$ cat src/include/conv_cfg_pkg.sv
package conv_cfg_pkg;
    // ==========================================================
    // serial register map of the converter
    localparam logic [14:0] ADDR_SERIAL_IF_CONFIG     = 15'h0000;
    localparam logic [14:0] ADDR_DEVICE_POWER_CONFIG  = 15'h0002;
    localparam logic [14:0] ADDR_DEVICE_CLASS_CODE    = 15'h0003;
    localparam logic [14:0] ADDR_PART_IDENTIFIER      = 15'h0004;
    localparam logic [14:0] ADDR_MAKER_IDENTIFIER     = 15'h000c;
    localparam logic [14:0] ADDR_SERIAL_PORT_USER_CFG = 15'h0010;
    localparam logic [14:0] ADDR_SYNC_REF_CONTROL     = 15'h0029;
    localparam logic [14:0] ADDR_INPUT_RECEIVER_CTRL  = 15'h002a;
    // ==========================================================
    // reset values
    localparam logic [7:0]  RST_SERIAL_IF_CONFIG      = 8'h20;
    localparam logic [7:0]  RST_BYTE                  = 8'h00;
    // ==========================================================
    // field positions
    localparam int          BIT_ADDR_ASCEND           = 5;
    localparam int          BIT_ADDR_HOLD             = 0;
    localparam int          BIT_PROC_EN               = 6;
    localparam int          BIT_RECV_EN               = 5;
    localparam int          BIT_FINE_SCALE            = 4;
    localparam int          BIT_REF_TIMESTAMP         = 3;
    localparam int          BIT_CLOCK_DC              = 2;
    localparam int          BIT_REF_DC                = 1;
    localparam int          BIT_REF_INVERT            = 0;
    localparam logic [1:0]  MODE_NORMAL               = 2'h0;
    localparam logic [1:0]  MODE_POWER_DOWN           = 2'h3;
    // ==========================================================
    // serial frame layout: read flag, 15-bit address, then bytes
    localparam int          HDR_BITS                  = 16;
    localparam int          BYTE_BITS                 = 8;
    localparam int          FRAME_BITS                = 24;
    // ==========================================================
    // controller registers on the system bus (byte addresses)
    localparam logic [7:0]  REG_CMD                   = 8'h00;
    localparam logic [7:0]  REG_DATA                  = 8'h04;
    localparam logic [7:0]  REG_STATUS                = 8'h08;
    localparam int          BIT_CMD_READ              = 15;
    localparam logic [1:0]  HTRANS_NONSEQ             = 2'h2;
endpackage : conv_cfg_pkg

$ cat src/include/spi_link_if.sv
interface spi_link_if;
    logic sclk;   // serial clock, made by the host
    logic cs_n;   // frame select, active low
    logic sdi;    // host to device data
    logic sdo;    // device to host data
    modport device (input sclk, input cs_n, input sdi, output sdo);
    modport host   (output sclk, output cs_n, output sdi, input sdo);
endinterface : spi_link_if

$ cat src/design/conv_cfg_device.sv
// Behaviour
// power mode 0 normal, 3 power-down
// class code fixed, read-only low nibble
// part identifier fixed sixteen-bit read-only
// maker identifier fixed sixteen-bit read-only
// address hold freezes streaming address
// ascend bit picks increment or decrement
// processor enable lets reference events act
// receiver enable turns on reference receiver
// host sets receiver before processor enable; the host sets both in the same write
// fine scale shrinks window delay steps
// host uses fine scale at high rates; the host never sets the fine scale bit itself
// delay select chooses applied capture delay
// host keeps delay select zero for calibration; the host passes delay select as software set it
// polarity bit inverts aligned reference
// timestamp source bit selects reference input
// reference on sample lsb when both enabled
// dc-coupled modes for clock and reference
// reserved bits kept, id writes ignored
module conv_cfg_device #(
    parameter int           SAMPLE_W   = 12,
    parameter logic [3:0]   CLASS_CODE = 4'h5,     // arbitrary value
    parameter logic [15:0]  PART_ID    = 16'h1234, // arbitrary value
    parameter logic [15:0]  MAKER_ID   = 16'h5a5a  // arbitrary value
) (
    // clock and reset
    input  wire logic                 hclk,
    input  wire logic                 hresetn,
    // serial link
    spi_link_if.device                link,
    // converter side
    input  wire logic                 sync_reference,
    input  wire logic                 timestamp_output_enable,
    input  wire logic [SAMPLE_W-1:0]  sample_in,
    output logic                      power_down,
    output logic                      sync_ref_receiver_enable,
    output logic                      sync_ref_processor_enable,
    output logic                      window_fine_scale,
    output logic [3:0]                capture_delay_select,
    output logic                      ref_as_timestamp_enable,
    output logic                      clock_dc_coupled_enable,
    output logic                      ref_dc_coupled_enable,
    output logic                      ref_polarity_invert,
    output logic                      sync_ref_event,
    output logic [SAMPLE_W-1:0]       sample_out
);
    import conv_cfg_pkg::*;

    initial begin
        if (SAMPLE_W < 2) $error("sample width too small");
    end

    // ==========================================================
    // state
    typedef struct packed {
        logic [7:0]          if_cfg;      // ascend and reserved bits
        logic [7:0]          pwr_cfg;     // power mode and reserved
        logic [3:0]          class_rsv;   // writable upper nibble
        logic [7:0]          usr_cfg;     // address hold and reserved
        logic [7:0]          ref_ctl;     // sync reference control
        logic [7:0]          rcv_ctl;     // input receiver control
        logic                pd;
        logic                sclk_prev;   // last sampled serial clock
        logic                in_data;     // header done, data bytes
        logic [4:0]          cnt;         // bit count in unit
        logic [14:0]         shin;        // incoming shift
        logic                rd;          // frame is a read
        logic [14:0]         addr;        // current byte address
        logic [7:0]          tx;          // outgoing shift
        logic                sdo;         // serial data out
        logic                ref_prev;    // aligned reference history
        logic                evt;         // reference event pulse
        logic [SAMPLE_W-1:0] smp;         // sample out
    } dev_state_t;

    dev_state_t s_q;                      // registered state
    dev_state_t s_d;                      // next state

    // ==========================================================
    // register read decode, used for header and each next byte
    function automatic logic [7:0] read_byte(input logic [14:0] a, input dev_state_t s);
        case (a)
            ADDR_SERIAL_IF_CONFIG:     read_byte = s.if_cfg;
            ADDR_DEVICE_POWER_CONFIG:  read_byte = s.pwr_cfg;
            ADDR_DEVICE_CLASS_CODE:    read_byte = {s.class_rsv, CLASS_CODE};
            ADDR_PART_IDENTIFIER:      read_byte = PART_ID[7:0];
            ADDR_PART_IDENTIFIER + 15'h0001:  read_byte = PART_ID[15:8];
            ADDR_MAKER_IDENTIFIER:     read_byte = MAKER_ID[7:0];
            ADDR_MAKER_IDENTIFIER + 15'h0001: read_byte = MAKER_ID[15:8];
            ADDR_SERIAL_PORT_USER_CFG: read_byte = s.usr_cfg;
            ADDR_SYNC_REF_CONTROL:     read_byte = s.ref_ctl;
            ADDR_INPUT_RECEIVER_CTRL:  read_byte = s.rcv_ctl;
            default:                   read_byte = RST_BYTE;
        endcase
    endfunction : read_byte

    // next streaming address
    function automatic logic [14:0] step_addr(input logic [14:0] a, input dev_state_t s);
        if (s.usr_cfg[BIT_ADDR_HOLD]) begin
            step_addr = a;
        end else if (s.if_cfg[BIT_ADDR_ASCEND]) begin
            step_addr = a + 15'h0001;
        end else begin
            step_addr = a - 15'h0001;
        end
    endfunction : step_addr

    // ==========================================================
    // next-state logic
    always_comb begin
        logic        rise;
        logic        fall;
        logic [7:0]  wbyte;
        logic [14:0] na;
        logic        aligned;
        rise    = 1'b0;
        fall    = 1'b0;
        wbyte   = RST_BYTE;
        na      = '0;
        aligned = 1'b0;
        s_d = s_q;
        s_d.sclk_prev = link.sclk;
        rise = link.sclk & ~s_q.sclk_prev;
        fall = ~link.sclk & s_q.sclk_prev;
        // serial frame handling
        if (link.cs_n) begin
            // idle: ready for a new header
            s_d.in_data = 1'b0;
            s_d.cnt     = '0;
            s_d.sdo     = 1'b0;
        end else if (rise && !s_q.in_data) begin
            // header bits
            s_d.shin = {s_q.shin[13:0], link.sdi};
            s_d.cnt  = s_q.cnt + 5'd1;
            if (s_q.cnt == 5'(HDR_BITS - 1)) begin
                s_d.rd      = s_q.shin[14];
                s_d.addr    = {s_q.shin[13:0], link.sdi};
                s_d.tx      = read_byte({s_q.shin[13:0], link.sdi}, s_q);
                s_d.in_data = 1'b1;
                s_d.cnt     = '0;
            end
        end else if (rise) begin
            // data bits
            s_d.shin = {s_q.shin[13:0], link.sdi};
            s_d.cnt  = s_q.cnt + 5'd1;
            if (s_q.cnt == 5'(BYTE_BITS - 1)) begin
                wbyte    = {s_q.shin[6:0], link.sdi};
                s_d.cnt  = '0;
                na       = step_addr(s_q.addr, s_q);
                s_d.addr = na;
                if (!s_q.rd) begin
                    // id registers and unmapped bytes ignore writes
                    case (s_q.addr)
                        ADDR_SERIAL_IF_CONFIG:     s_d.if_cfg    = wbyte;
                        ADDR_DEVICE_POWER_CONFIG:  s_d.pwr_cfg   = wbyte;
                        ADDR_DEVICE_CLASS_CODE:    s_d.class_rsv = wbyte[7:4];
                        ADDR_SERIAL_PORT_USER_CFG: s_d.usr_cfg   = wbyte;
                        ADDR_SYNC_REF_CONTROL:     s_d.ref_ctl   = wbyte;
                        ADDR_INPUT_RECEIVER_CTRL:  s_d.rcv_ctl   = wbyte;
                        default:                   s_d.usr_cfg   = s_q.usr_cfg;
                    endcase
                end
                s_d.tx = read_byte(na, s_d);
            end
        end else if (fall && s_q.in_data) begin
            // present next read bit while clock is low
            s_d.sdo = s_q.rd & s_q.tx[7];
            s_d.tx  = {s_q.tx[6:0], 1'b0};
        end
        s_d.pd = (s_d.pwr_cfg[1:0] == MODE_POWER_DOWN);
        // reference path: receiver gates, polarity applies
        aligned = s_q.ref_ctl[BIT_RECV_EN] &
                  (sync_reference ^ s_q.rcv_ctl[BIT_REF_INVERT]);
        s_d.ref_prev = aligned;
        s_d.evt = s_q.ref_ctl[BIT_PROC_EN] & aligned & ~s_q.ref_prev;
        // sample lsb carries reference when both enables set
        s_d.smp = sample_in;
        if (s_q.rcv_ctl[BIT_REF_TIMESTAMP] && timestamp_output_enable) begin
            s_d.smp[0] = aligned;
        end
    end

    // ==========================================================
    // state register
    always_ff @(posedge hclk or negedge hresetn) begin
        if (!hresetn) begin
            s_q         <= '0;
            s_q.if_cfg  <= RST_SERIAL_IF_CONFIG;
        end else begin
            s_q <= s_d;
        end
    end

    // ==========================================================
    // outputs straight from state
    assign link.sdo                  = s_q.sdo;
    assign power_down                = s_q.pd;
    assign sync_ref_receiver_enable  = s_q.ref_ctl[BIT_RECV_EN];
    assign sync_ref_processor_enable = s_q.ref_ctl[BIT_PROC_EN];
    assign window_fine_scale         = s_q.ref_ctl[BIT_FINE_SCALE];
    assign capture_delay_select      = s_q.ref_ctl[3:0];
    assign ref_as_timestamp_enable   = s_q.rcv_ctl[BIT_REF_TIMESTAMP];
    assign clock_dc_coupled_enable   = s_q.rcv_ctl[BIT_CLOCK_DC];
    assign ref_dc_coupled_enable     = s_q.rcv_ctl[BIT_REF_DC];
    assign ref_polarity_invert       = s_q.rcv_ctl[BIT_REF_INVERT];
    assign sync_ref_event            = s_q.evt;
    assign sample_out                = s_q.smp;
endmodule : conv_cfg_device

$ cat src/flat_wrapper.sv
// flat-port wrapper written by rule: the top's interface ports become plain ports
module conv_cfg_device_flat import conv_cfg_pkg::*;
#(
    parameter int           SAMPLE_W   = 12,
    parameter logic [3:0]   CLASS_CODE = 4'h5,                       
    parameter logic [15:0]  PART_ID    = 16'h1234,                   
    parameter logic [15:0]  MAKER_ID   = 16'h5a5a                    
)
  (hclk, hresetn, sync_reference, timestamp_output_enable, sample_in, power_down, sync_ref_receiver_enable, sync_ref_processor_enable, window_fine_scale, capture_delay_select, ref_as_timestamp_enable, clock_dc_coupled_enable, ref_dc_coupled_enable, ref_polarity_invert, sync_ref_event, sample_out, link_sclk, link_cs_n, link_sdi, link_sdo);
  spi_link_if link_i ();
  input  wire logic hclk;
  input  wire logic hresetn;
  input  wire logic sync_reference;
  input  wire logic timestamp_output_enable;
  input  wire logic [SAMPLE_W-1:0] sample_in;
  output logic power_down;
  output logic sync_ref_receiver_enable;
  output logic sync_ref_processor_enable;
  output logic window_fine_scale;
  output logic [3:0] capture_delay_select;
  output logic ref_as_timestamp_enable;
  output logic clock_dc_coupled_enable;
  output logic ref_dc_coupled_enable;
  output logic ref_polarity_invert;
  output logic sync_ref_event;
  output logic [SAMPLE_W-1:0] sample_out;
  input wire logic [$bits(link_i.sclk)-1:0] link_sclk;
  input wire logic [$bits(link_i.cs_n)-1:0] link_cs_n;
  input wire logic [$bits(link_i.sdi)-1:0] link_sdi;
  output wire logic [$bits(link_i.sdo)-1:0] link_sdo;
  assign link_i.sclk = link_sclk;
  assign link_i.cs_n = link_cs_n;
  assign link_i.sdi = link_sdi;
  assign link_sdo = link_i.sdo;
  conv_cfg_device #(.SAMPLE_W(SAMPLE_W), .CLASS_CODE(CLASS_CODE), .PART_ID(PART_ID), .MAKER_ID(MAKER_ID)) u_core (.hclk(hclk), .hresetn(hresetn), .link(link_i), .sync_reference(sync_reference), .timestamp_output_enable(timestamp_output_enable), .sample_in(sample_in), .power_down(power_down), .sync_ref_receiver_enable(sync_ref_receiver_enable), .sync_ref_processor_enable(sync_ref_processor_enable), .window_fine_scale(window_fine_scale), .capture_delay_select(capture_delay_select), .ref_as_timestamp_enable(ref_as_timestamp_enable), .clock_dc_coupled_enable(clock_dc_coupled_enable), .ref_dc_coupled_enable(ref_dc_coupled_enable), .ref_polarity_invert(ref_polarity_invert), .sync_ref_event(sync_ref_event), .sample_out(sample_out));
endmodule
$ cat config.mk
export PLATFORM = sky130hd
export DESIGN_NAME = conv_cfg_device_flat
export DESIGN_NICKNAME = d
export VERILOG_FILES = /design/src/include/conv_cfg_pkg.sv /design/src/include/spi_link_if.sv /design/src/design/conv_cfg_device.sv /design/src/flat_wrapper.sv
export SDC_FILE = /design/constraint.sdc
export NUM_CORES = 1
export LEC_CHECK = 0
export BUFFER_PORTS_ARGS = -buffer_cell sky130_fd_sc_hd__buf_2
export CORE_MARGIN = 10
export CORE_UTILIZATION = 40
export CTS_BUF_LIST = sky130_fd_sc_hd__clkbuf_2 sky130_fd_sc_hd__clkbuf_4 sky130_fd_sc_hd__clkbuf_8
export DETAILED_ROUTE_END_ITERATION = 16
export PLACE_DENSITY = 0.66
export SLEW_MARGIN = 40
export SYNTH_ARGS = -nofsm -noshare
export SYNTH_HDL_FRONTEND = slang
export SYNTH_SLANG_ARGS = --single-unit
export TNS_END_PERCENT = 10
$ cat constraint.sdc
create_clock -name hclk -period 4.5 [get_ports hclk]
set_input_delay 0.9 -clock hclk [delete_from_list [all_inputs] [get_ports hclk]]
set_output_delay 0.9 -clock hclk [all_outputs]
set_load 0.05 [all_outputs]
; Word-level counts from Yosys, hierarchy flattened
; Cells that the tools add are included.
; W data, S select, Z words.
[totals]
ff_bits = 106
latchBits = 0
ram_bits = 0
rom_bits = 0
in_bits = 19
out_inout_bits = 26
n_memories = 0
[op_classes]
n_addsub = 3
multipliers = 0
div = 0
n_lt_le_gt_ge = 0
n_eq_ne = 30
shift = 0
mux = 35
bitwise = 12
reduce_logical = 23
[op_table]
columns = operator, count
row1 = $pmux W8 S9, 2
row2 = $mux W30, 4
row3 = $mux W15, 7
row4 = $eq A15 B2 Y1 const B, 6
row5 = $eq A15 B6 Y1 const B, 6
row6 = $mux W23, 3
row7 = $eq A15 B3 Y1 const B, 4
row8 = $eq A15 B4 Y1 const B, 4
row9 = $mux W8, 6
row10 = $eq A15 B5 Y1 const B, 3
row11 = $logic_not A15 Y1, 3
row12 = $mux W44, 1
row13 = $mux W20, 2
row14 = $add A15 B1 Y15 const B, 1
row15 = $sub A15 B1 Y15 const B, 1
row16 = $mux W6, 2
row17 = $reduce_and A4 Y1, 3
row18 = $reduce_bool A2 Y1, 5
row19 = $mux W9, 1
row20 = $and A1 B1 Y1, 6
row21 = $ne A2 B2 Y1 const B, 3
row22 = $reduce_and A3 Y1, 2
row23 = $reduce_bool A3 Y1, 2
row24 = $add A5 B1 Y5 const B, 1
row25 = 13 further kinds, 25

; Depth between registers and ports, before layout
[depth]
depth_word = 13
ltp_mapped = 11
mapped_depth_nobuf = 11

; Least setup slack after synthesis
; OpenSTA, ideal clock, no wires.
[synth_timing]
path_kind = flip-flop to flip-flop
startpoint = register u_core.s_q[103] (netlist bit)
endpoint = register u_core.s_q[17] (netlist bit)
setup_ns = 0.087
arrival_time_ns = 3.202
required_time_ns = 4.413
path_slack_ns = 1.212
path_stages_with_launch = 12
path_cell_list = dfstp_2 inv_1 fa_1 a21oi_1 mux2_1 or2_1 a211o_1 or4_1 buf_6 o21ai_2 nand3_2 a211oi_2
[synth_between]
elab_chain_len = 12
elab_cells_between_ends = 21
cone_classes = 9 x eq/ne / 10 x mux / 2 x reduce/logical
[synth_lines]
columns = element, line_no
row1 = from (decl), conv_cfg_device.sv:76  ; dev_state_t s_q;
row2 = $mux W15 *, conv_cfg_device.sv:101  ; end else if (s.if_cfg[BIT_ADDR_ASCEND]) begin
row3 = $mux W15 *, conv_cfg_device.sv:99  ; if (s.usr_cfg[BIT_ADDR_HOLD]) begin
row4 = $mux W15 *, conv_cfg_device.sv:146  ; if (s_q.cnt == 5'(BYTE_BITS - 1)) begin
row5 = $mux W15 *, conv_cfg_device.sv:142  ; end else if (rise) begin
row6 = $mux W15 *, conv_cfg_device.sv:131  ; end else if (rise && !s_q.in_data) begin
row7 = $mux W15 *, conv_cfg_device.sv:126  ; if (link.cs_n) begin
row8 = $eq A15 B4 Y1, conv_cfg_device.sv:82  ; case (a)
row9 = $reduce_or A2 Y1 (no source line), -
row10 = $pmux W8 S9 *, conv_cfg_device.sv:82
row11 = $mux W23 *, conv_cfg_device.sv:146
row12 = $mux W8 *, conv_cfg_device.sv:142
row13 = $mux W23 *, conv_cfg_device.sv:131
; Every way passes the cells marked *; elsewhere a longest branch is shown, timed or not. The select of a mux whose other input is x is not followed.
; A chain may end at the register's enable or synchronous reset.

; Final worst setup path
; Same ends and word-level chain as after synthesis.

==> Implementation_results.wiki <==
{| class="wikitable"
! Metric !! Value
|-
| Area of the multi-input gates || 4090 µm²
|-
| Worst R2R Path Depth || 10
|-
| Net total in the final layout || 770
|-
| Count of standard-cell rows || 48
|-
| Top_reg_cell synth || sky130_fd_sc_hd__dfrtp_1
|-
| Result of the run || finished clean
|-
| Aggregate negative setup slack || 0 ns
|-
| Post-detailed-route wirelength per cell || 21.6 µm
|-
| CTS Sinks || 106
|-
| Number of antenna violations at the first check in global routing || 0
|-
| Antenna violation net count after detailed routing || 0
|-
| Top area cells in the synthesized netlist || sky130_fd_sc_hd__dfrtp_1 37%, sky130_fd_sc_hd__mux2_2 10%, sky130_fd_sc_hd__mux2i_1 6.1%, sky130_fd_sc_hd__a21oi_1 2.8%, sky130_fd_sc_hd__ha_1 2.8%
|-
| GR Overflow Total || 0
|-
| FF-to-FF Start || u_core.s_q[103]
|-
| Sequential cell area || 2660 µm²
|-
| Type of the worst setup path || reg -> reg
|-
| Dominant combinational cell family by area after synthesis || compound AO/OA/AOI/OAI gates
|-
| Total of fill cells in the finished design || 1662
|-
| Overall die width || 153 µm
|-
| Critical path arrival || 4.14 ns
|-
| Compound-cell area share of the yosys netlist || 19.0%
|-
| Clock share of power || 31.3%
|-
| Multiplexer fraction of the synthesized cell area || 16.4%
|-
| HPWL after DPL || 15100 µm
|-
| Yosys warning total || 0
|-
| Largest net degree at the start of global routing || 47
|-
| Final-report max-slew violation count || 0
|-
| Startpoint types || register
|-
| Total standard cell area after synthesis || 7090 µm²
|-
| Via count of the first global-routing pass || 5783
|-
| Top cell type's share of synthesized area || 37.1%
|-
| Power dissipated by switching net loads || 0.000749 W
|-
| Clock Path Buffers || 2
|-
| Setup violation total in the final timing report || 0
|-
| Sort of element at the end of the critical path || register
|-
| Internal power component || 0.00144 W
|-
| Count of unique library cells instantiated by Yosys || 81
|-
| Logic gate share of total power || 13.9%
|-
| Worst Tran Pin Value || 0.825 ns
|-
| Post-cts repair resize count || 0
|-
| Diodes inserted || 0
|-
| Post-detailed-routing wire length || 20900 µm
|-
| First DRT Iteration DRCs || 672
|-
| Clock buffer count from CTS || 9
|-
| Total core area || 17400 µm²
|-
| Mapped Avg Cell Area || 9.73 µm²
|-
| Count of pins on the block boundary || 45
|-
| Fraction of the mapped netlist area in simple logic gates || 17.6%
|-
| Overall via count from detail_route || 6013
|-
| Post-route clock skew || 0.0164 ns
|-
| Count of state elements after synthesis || 106
|-
| Final cycle utilization of the critical path || 84.8%
|-
| Placed cell areas || 7400 µm²
|-
| Finished layout cell area || 7640 µm²
|-
| Routed vias/inst || 6.24
|-
| Reg power frac || 54.8%
|-
| First drt pass iteration count || 5
|-
| Static power due to leakage || 3.35 nW
|-
| Post-layout min period || 3.82 ns
|-
| Number of violations of the max-capacitance limit || 0
|-
| Worst flop-to-flop path endpoint || u_core.s_q[17]
|-
| Hold Buf Count CTS || 0
|-
| Initial core utilization || 40.9%
|-
| Area of the die || 23500 µm²
|-
| Data required time at the worst endpoint || 4.82 ns
|-
| Post-synth top area cell || sky130_fd_sc_hd__dfrtp_1
|-
| Net switching fraction of the power || 34.3%
|-
| Hold Path Class || in -> async
|-
| Global placement routability congestion || 0.945
|-
| GR Util All Layers || 17.2%
|-
| Clock latency on the worst-skew pair || 0.40 ns
|-
| Number of nets produced by synthesis || 765
|-
| Global-route wire length before repair || 33000 µm
|-
| TritonCTS clock tree || done
|-
| Headroom to the max-slew limit || 45.0%
|-
| Synthesis-to-layout area growth || 7.67%
|-
| Number of synthesized flops with an enable pin || 0
|-
| Unrepaired setup endpoints after global routing || false
|-
| Setup repair bufs after CTS || 0
|-
| Flop-to-flop setup slack || 0.68 ns
|-
| Total power density per cell area || 286 nW/µm²
|-
| Overall power after layout || 0.00219 W
|-
| Maximum resistive drop on vdd || 265 µV
|-
| Number of H-tree branching levels || 3
|-
| Drt drc || 0
|-
| Max Clk Rate || 0.262 GHz
|-
| Final-report hold violation count || 0
|-
| Share of synthesized cell area in full adder, half adder and majority cells || 3.11%
|-
| Parity-gate share of the synthesized area counting xor and xnor cells || 1.36%
|-
| Instance count of the mapped netlist || 729
|-
| Share of cells above drive strength 1 || 22.9%
|-
| Crit Path Max Fanout || 17
|-
| Library cell used as clock root buffer || sky130_fd_sc_hd__clkbuf_8
|-
| Input/output buffers || 44
|-
| Clock slew seen by the registers of the worst setup and hold paths || 0.11 ns
|-
| Post-synthesis sequential area ratio || 37.4%
|-
| Synth async-reset ratio || 100%
|-
| Height of the die || 153 µm
|}
[cells by family (layout without fill, tap and decap cells)]
| group | after synthesis | in the layout |
|---|---|---|
| buf+inv | 73 | 83 |
| flops | 106 | 106 |
| compound gates | 191 | 191 |
| simple gates | 223 | 223 |
| xor+xnor | 11 | 11 |
| mux | 108 | 108 |
| fa+ha+maj | 17 | 17 |
[per-layer routing]
layer  vias up  GRT usage (%)  routed length, µm
li1       2773              -                  -
met1      2958           24.5               9760
met2       238           25.0               9010
met3        44           2.89               1390
met4         0           7.49                694
met5         -              0                  0
[placed cells by master (no fill, tap or decap), types with 7 or more instances in the layout]
cell | netlist | layout
sky130_fd_sc_hd__dfrtp_1 | 105 | 103
sky130_fd_sc_hd__mux2_2 | 64 | 64
sky130_fd_sc_hd__nor2_1 | 50 | 50
sky130_fd_sc_hd__nand2_1 | 45 | 45
sky130_fd_sc_hd__mux2i_1 | 43 | 43
sky130_fd_sc_hd__buf_2 | 5 | 43
sky130_fd_sc_hd__a21oi_1 | 40 | 40
sky130_fd_sc_hd__o21ai_0 | 29 | 29
sky130_fd_sc_hd__o22ai_1 | 23 | 23
sky130_fd_sc_hd__buf_4 | 17 | 17
sky130_fd_sc_hd__nand3_1 | 16 | 16
sky130_fd_sc_hd__ha_1 | 16 | 16
sky130_fd_sc_hd__o211ai_1 | 12 | 12
sky130_fd_sc_hd__nor3_1 | 12 | 12
sky130_fd_sc_hd__and3_1 | 10 | 10
sky130_fd_sc_hd__nand4_1 | 9 | 9
sky130_fd_sc_hd__clkbuf_8 | 0 | 9
sky130_fd_sc_hd__a31oi_1 | 8 | 8
sky130_fd_sc_hd__and2_1 | 8 | 8
sky130_fd_sc_hd__or4_1 | 7 | 7
sky130_fd_sc_hd__xor2_1 | 7 | 7
sky130_fd_sc_hd__nor2b_1 | 7 | 7
sky130_fd_sc_hd__a221oi_1 | 7 | 7
sky130_fd_sc_hd__nand2b_1 | 7 | 7
[sequential cells by signal, indices dropped and copies added (netlist names)]
signal                            count
u_core.link.sdo                       1
u_core.s_q                           80
u_core.power_down                     1
u_core.capture_delay_select           4
u_core.sample_out                    12
u_core.ref_as_timestamp_enable        1
u_core.window_fine_scale              1
u_core.sync_ref_event                 1
u_core.sync_ref_receiver_enable       1
u_core.clock_dc_coupled_enable        1
u_core.ref_polarity_invert            1
u_core.ref_dc_coupled_enable          1
u_core.sync_ref_processor_enable      1
[how the worst max path moves through the flow]
stage	from	endpoint	slack, ns	cells past startpoint
after global placement	u_core.s_q[103]	u_core.s_q[22]	0.81	10
final	u_core.s_q[103]	u_core.s_q[17]	0.68	10
after global routing	u_core.s_q[103]	u_core.s_q[22]	0.48	10
after CTS	u_core.s_q[103]	u_core.s_q[17]	0.72	10
after detailed placement	u_core.s_q[103]	u_core.s_q[17]	0.74	10
after floorplan	u_core.s_q[103]	u_core.s_q[17]	1.21	11
[synth_stat cells, types with 5 or more instances]
library cell and n:
sky130_fd_sc_hd__buf_1 6, sky130_fd_sc_hd__ha_1 16, sky130_fd_sc_hd__nor4b_1 6, sky130_fd_sc_hd__dfrtp_1 105
sky130_fd_sc_hd__nor2b_1 7, sky130_fd_sc_hd__clkbuf_1 36, sky130_fd_sc_hd__nand4_1 9, sky130_fd_sc_hd__a31oi_1 8
sky130_fd_sc_hd__o21ai_0 29, sky130_fd_sc_hd__and3_1 10, sky130_fd_sc_hd__buf_2 5, sky130_fd_sc_hd__mux2i_1 43
sky130_fd_sc_hd__a221o_1 6, sky130_fd_sc_hd__o32ai_1 6, sky130_fd_sc_hd__nor3b_1 6, sky130_fd_sc_hd__nand3_1 16
sky130_fd_sc_hd__inv_1 6, sky130_fd_sc_hd__nand2_1 45, sky130_fd_sc_hd__nand2b_1 7, sky130_fd_sc_hd__o211ai_1 12
sky130_fd_sc_hd__xor2_1 7, sky130_fd_sc_hd__mux2_2 64, sky130_fd_sc_hd__or4_1 7, sky130_fd_sc_hd__nor3_1 12
sky130_fd_sc_hd__nor2_1 50, sky130_fd_sc_hd__a221oi_1 7, sky130_fd_sc_hd__a211oi_1 6, sky130_fd_sc_hd__and2_1 8
sky130_fd_sc_hd__buf_4 17, sky130_fd_sc_hd__o22ai_1 23, sky130_fd_sc_hd__nor4_1 5, sky130_fd_sc_hd__a21oi_1 40
sky130_fd_sc_hd__or3_1 5
[worst max-delay path, stage by stage (launching register included)]
cell	delay (ns)
sky130_fd_sc_hd__dfstp_2	0.61
sky130_fd_sc_hd__inv_1	0.30
sky130_fd_sc_hd__ha_1	0.54
sky130_fd_sc_hd__o211ai_1	0.23
sky130_fd_sc_hd__o21ai_2	0.34
sky130_fd_sc_hd__a21oi_2	0.13
sky130_fd_sc_hd__xnor2_1	0.17
sky130_fd_sc_hd__or2_2	0.28
sky130_fd_sc_hd__o32ai_1	0.57
sky130_fd_sc_hd__nand3_2	0.33
sky130_fd_sc_hd__a211oi_2	0.25
[cell type report]
| class | count | area share [%] |
|---|---|---|
| multi-input cells | 550 | 53.6 |
| inverters | 7 | 0.344 |
| clock buffers | 9 | 1.62 |
| repair buffers | 60 | 4.49 |
| well taps | 225 | 3.69 |
| clock inverters | 7 | 1.49 |
| flip-flops and latches | 106 | 34.8 |
[stage by stage]
step	util (%)	worst slack (ns)	cells	hold slack, ns
6_report	44.0	0.683	964	0.420
5_1_grt	44.0	0.483	964	0.444
4_1_cts	44.0	0.717	964	0.427
3_5_place_dp	42.6	0.737	948	0.496
3_3_place_gp	42.6	0.812	948	0.491
2_1_floorplan	-	1.21	729	0.468
[power groups by stage]
stage	Combinational (W)	Clock [W]	Sequential [W]
global route	0.000327	0.000741	0.00121
global placement	0.000297	0	0.00121
floorplan	0.000323	0	0.00104
detailed placement	0.000301	0	0.00121
finish	0.000303	0.000685	0.00120
CTS	0.000303	0.000703	0.00119
No activity file was read; power rests on OpenSTA's default activity.
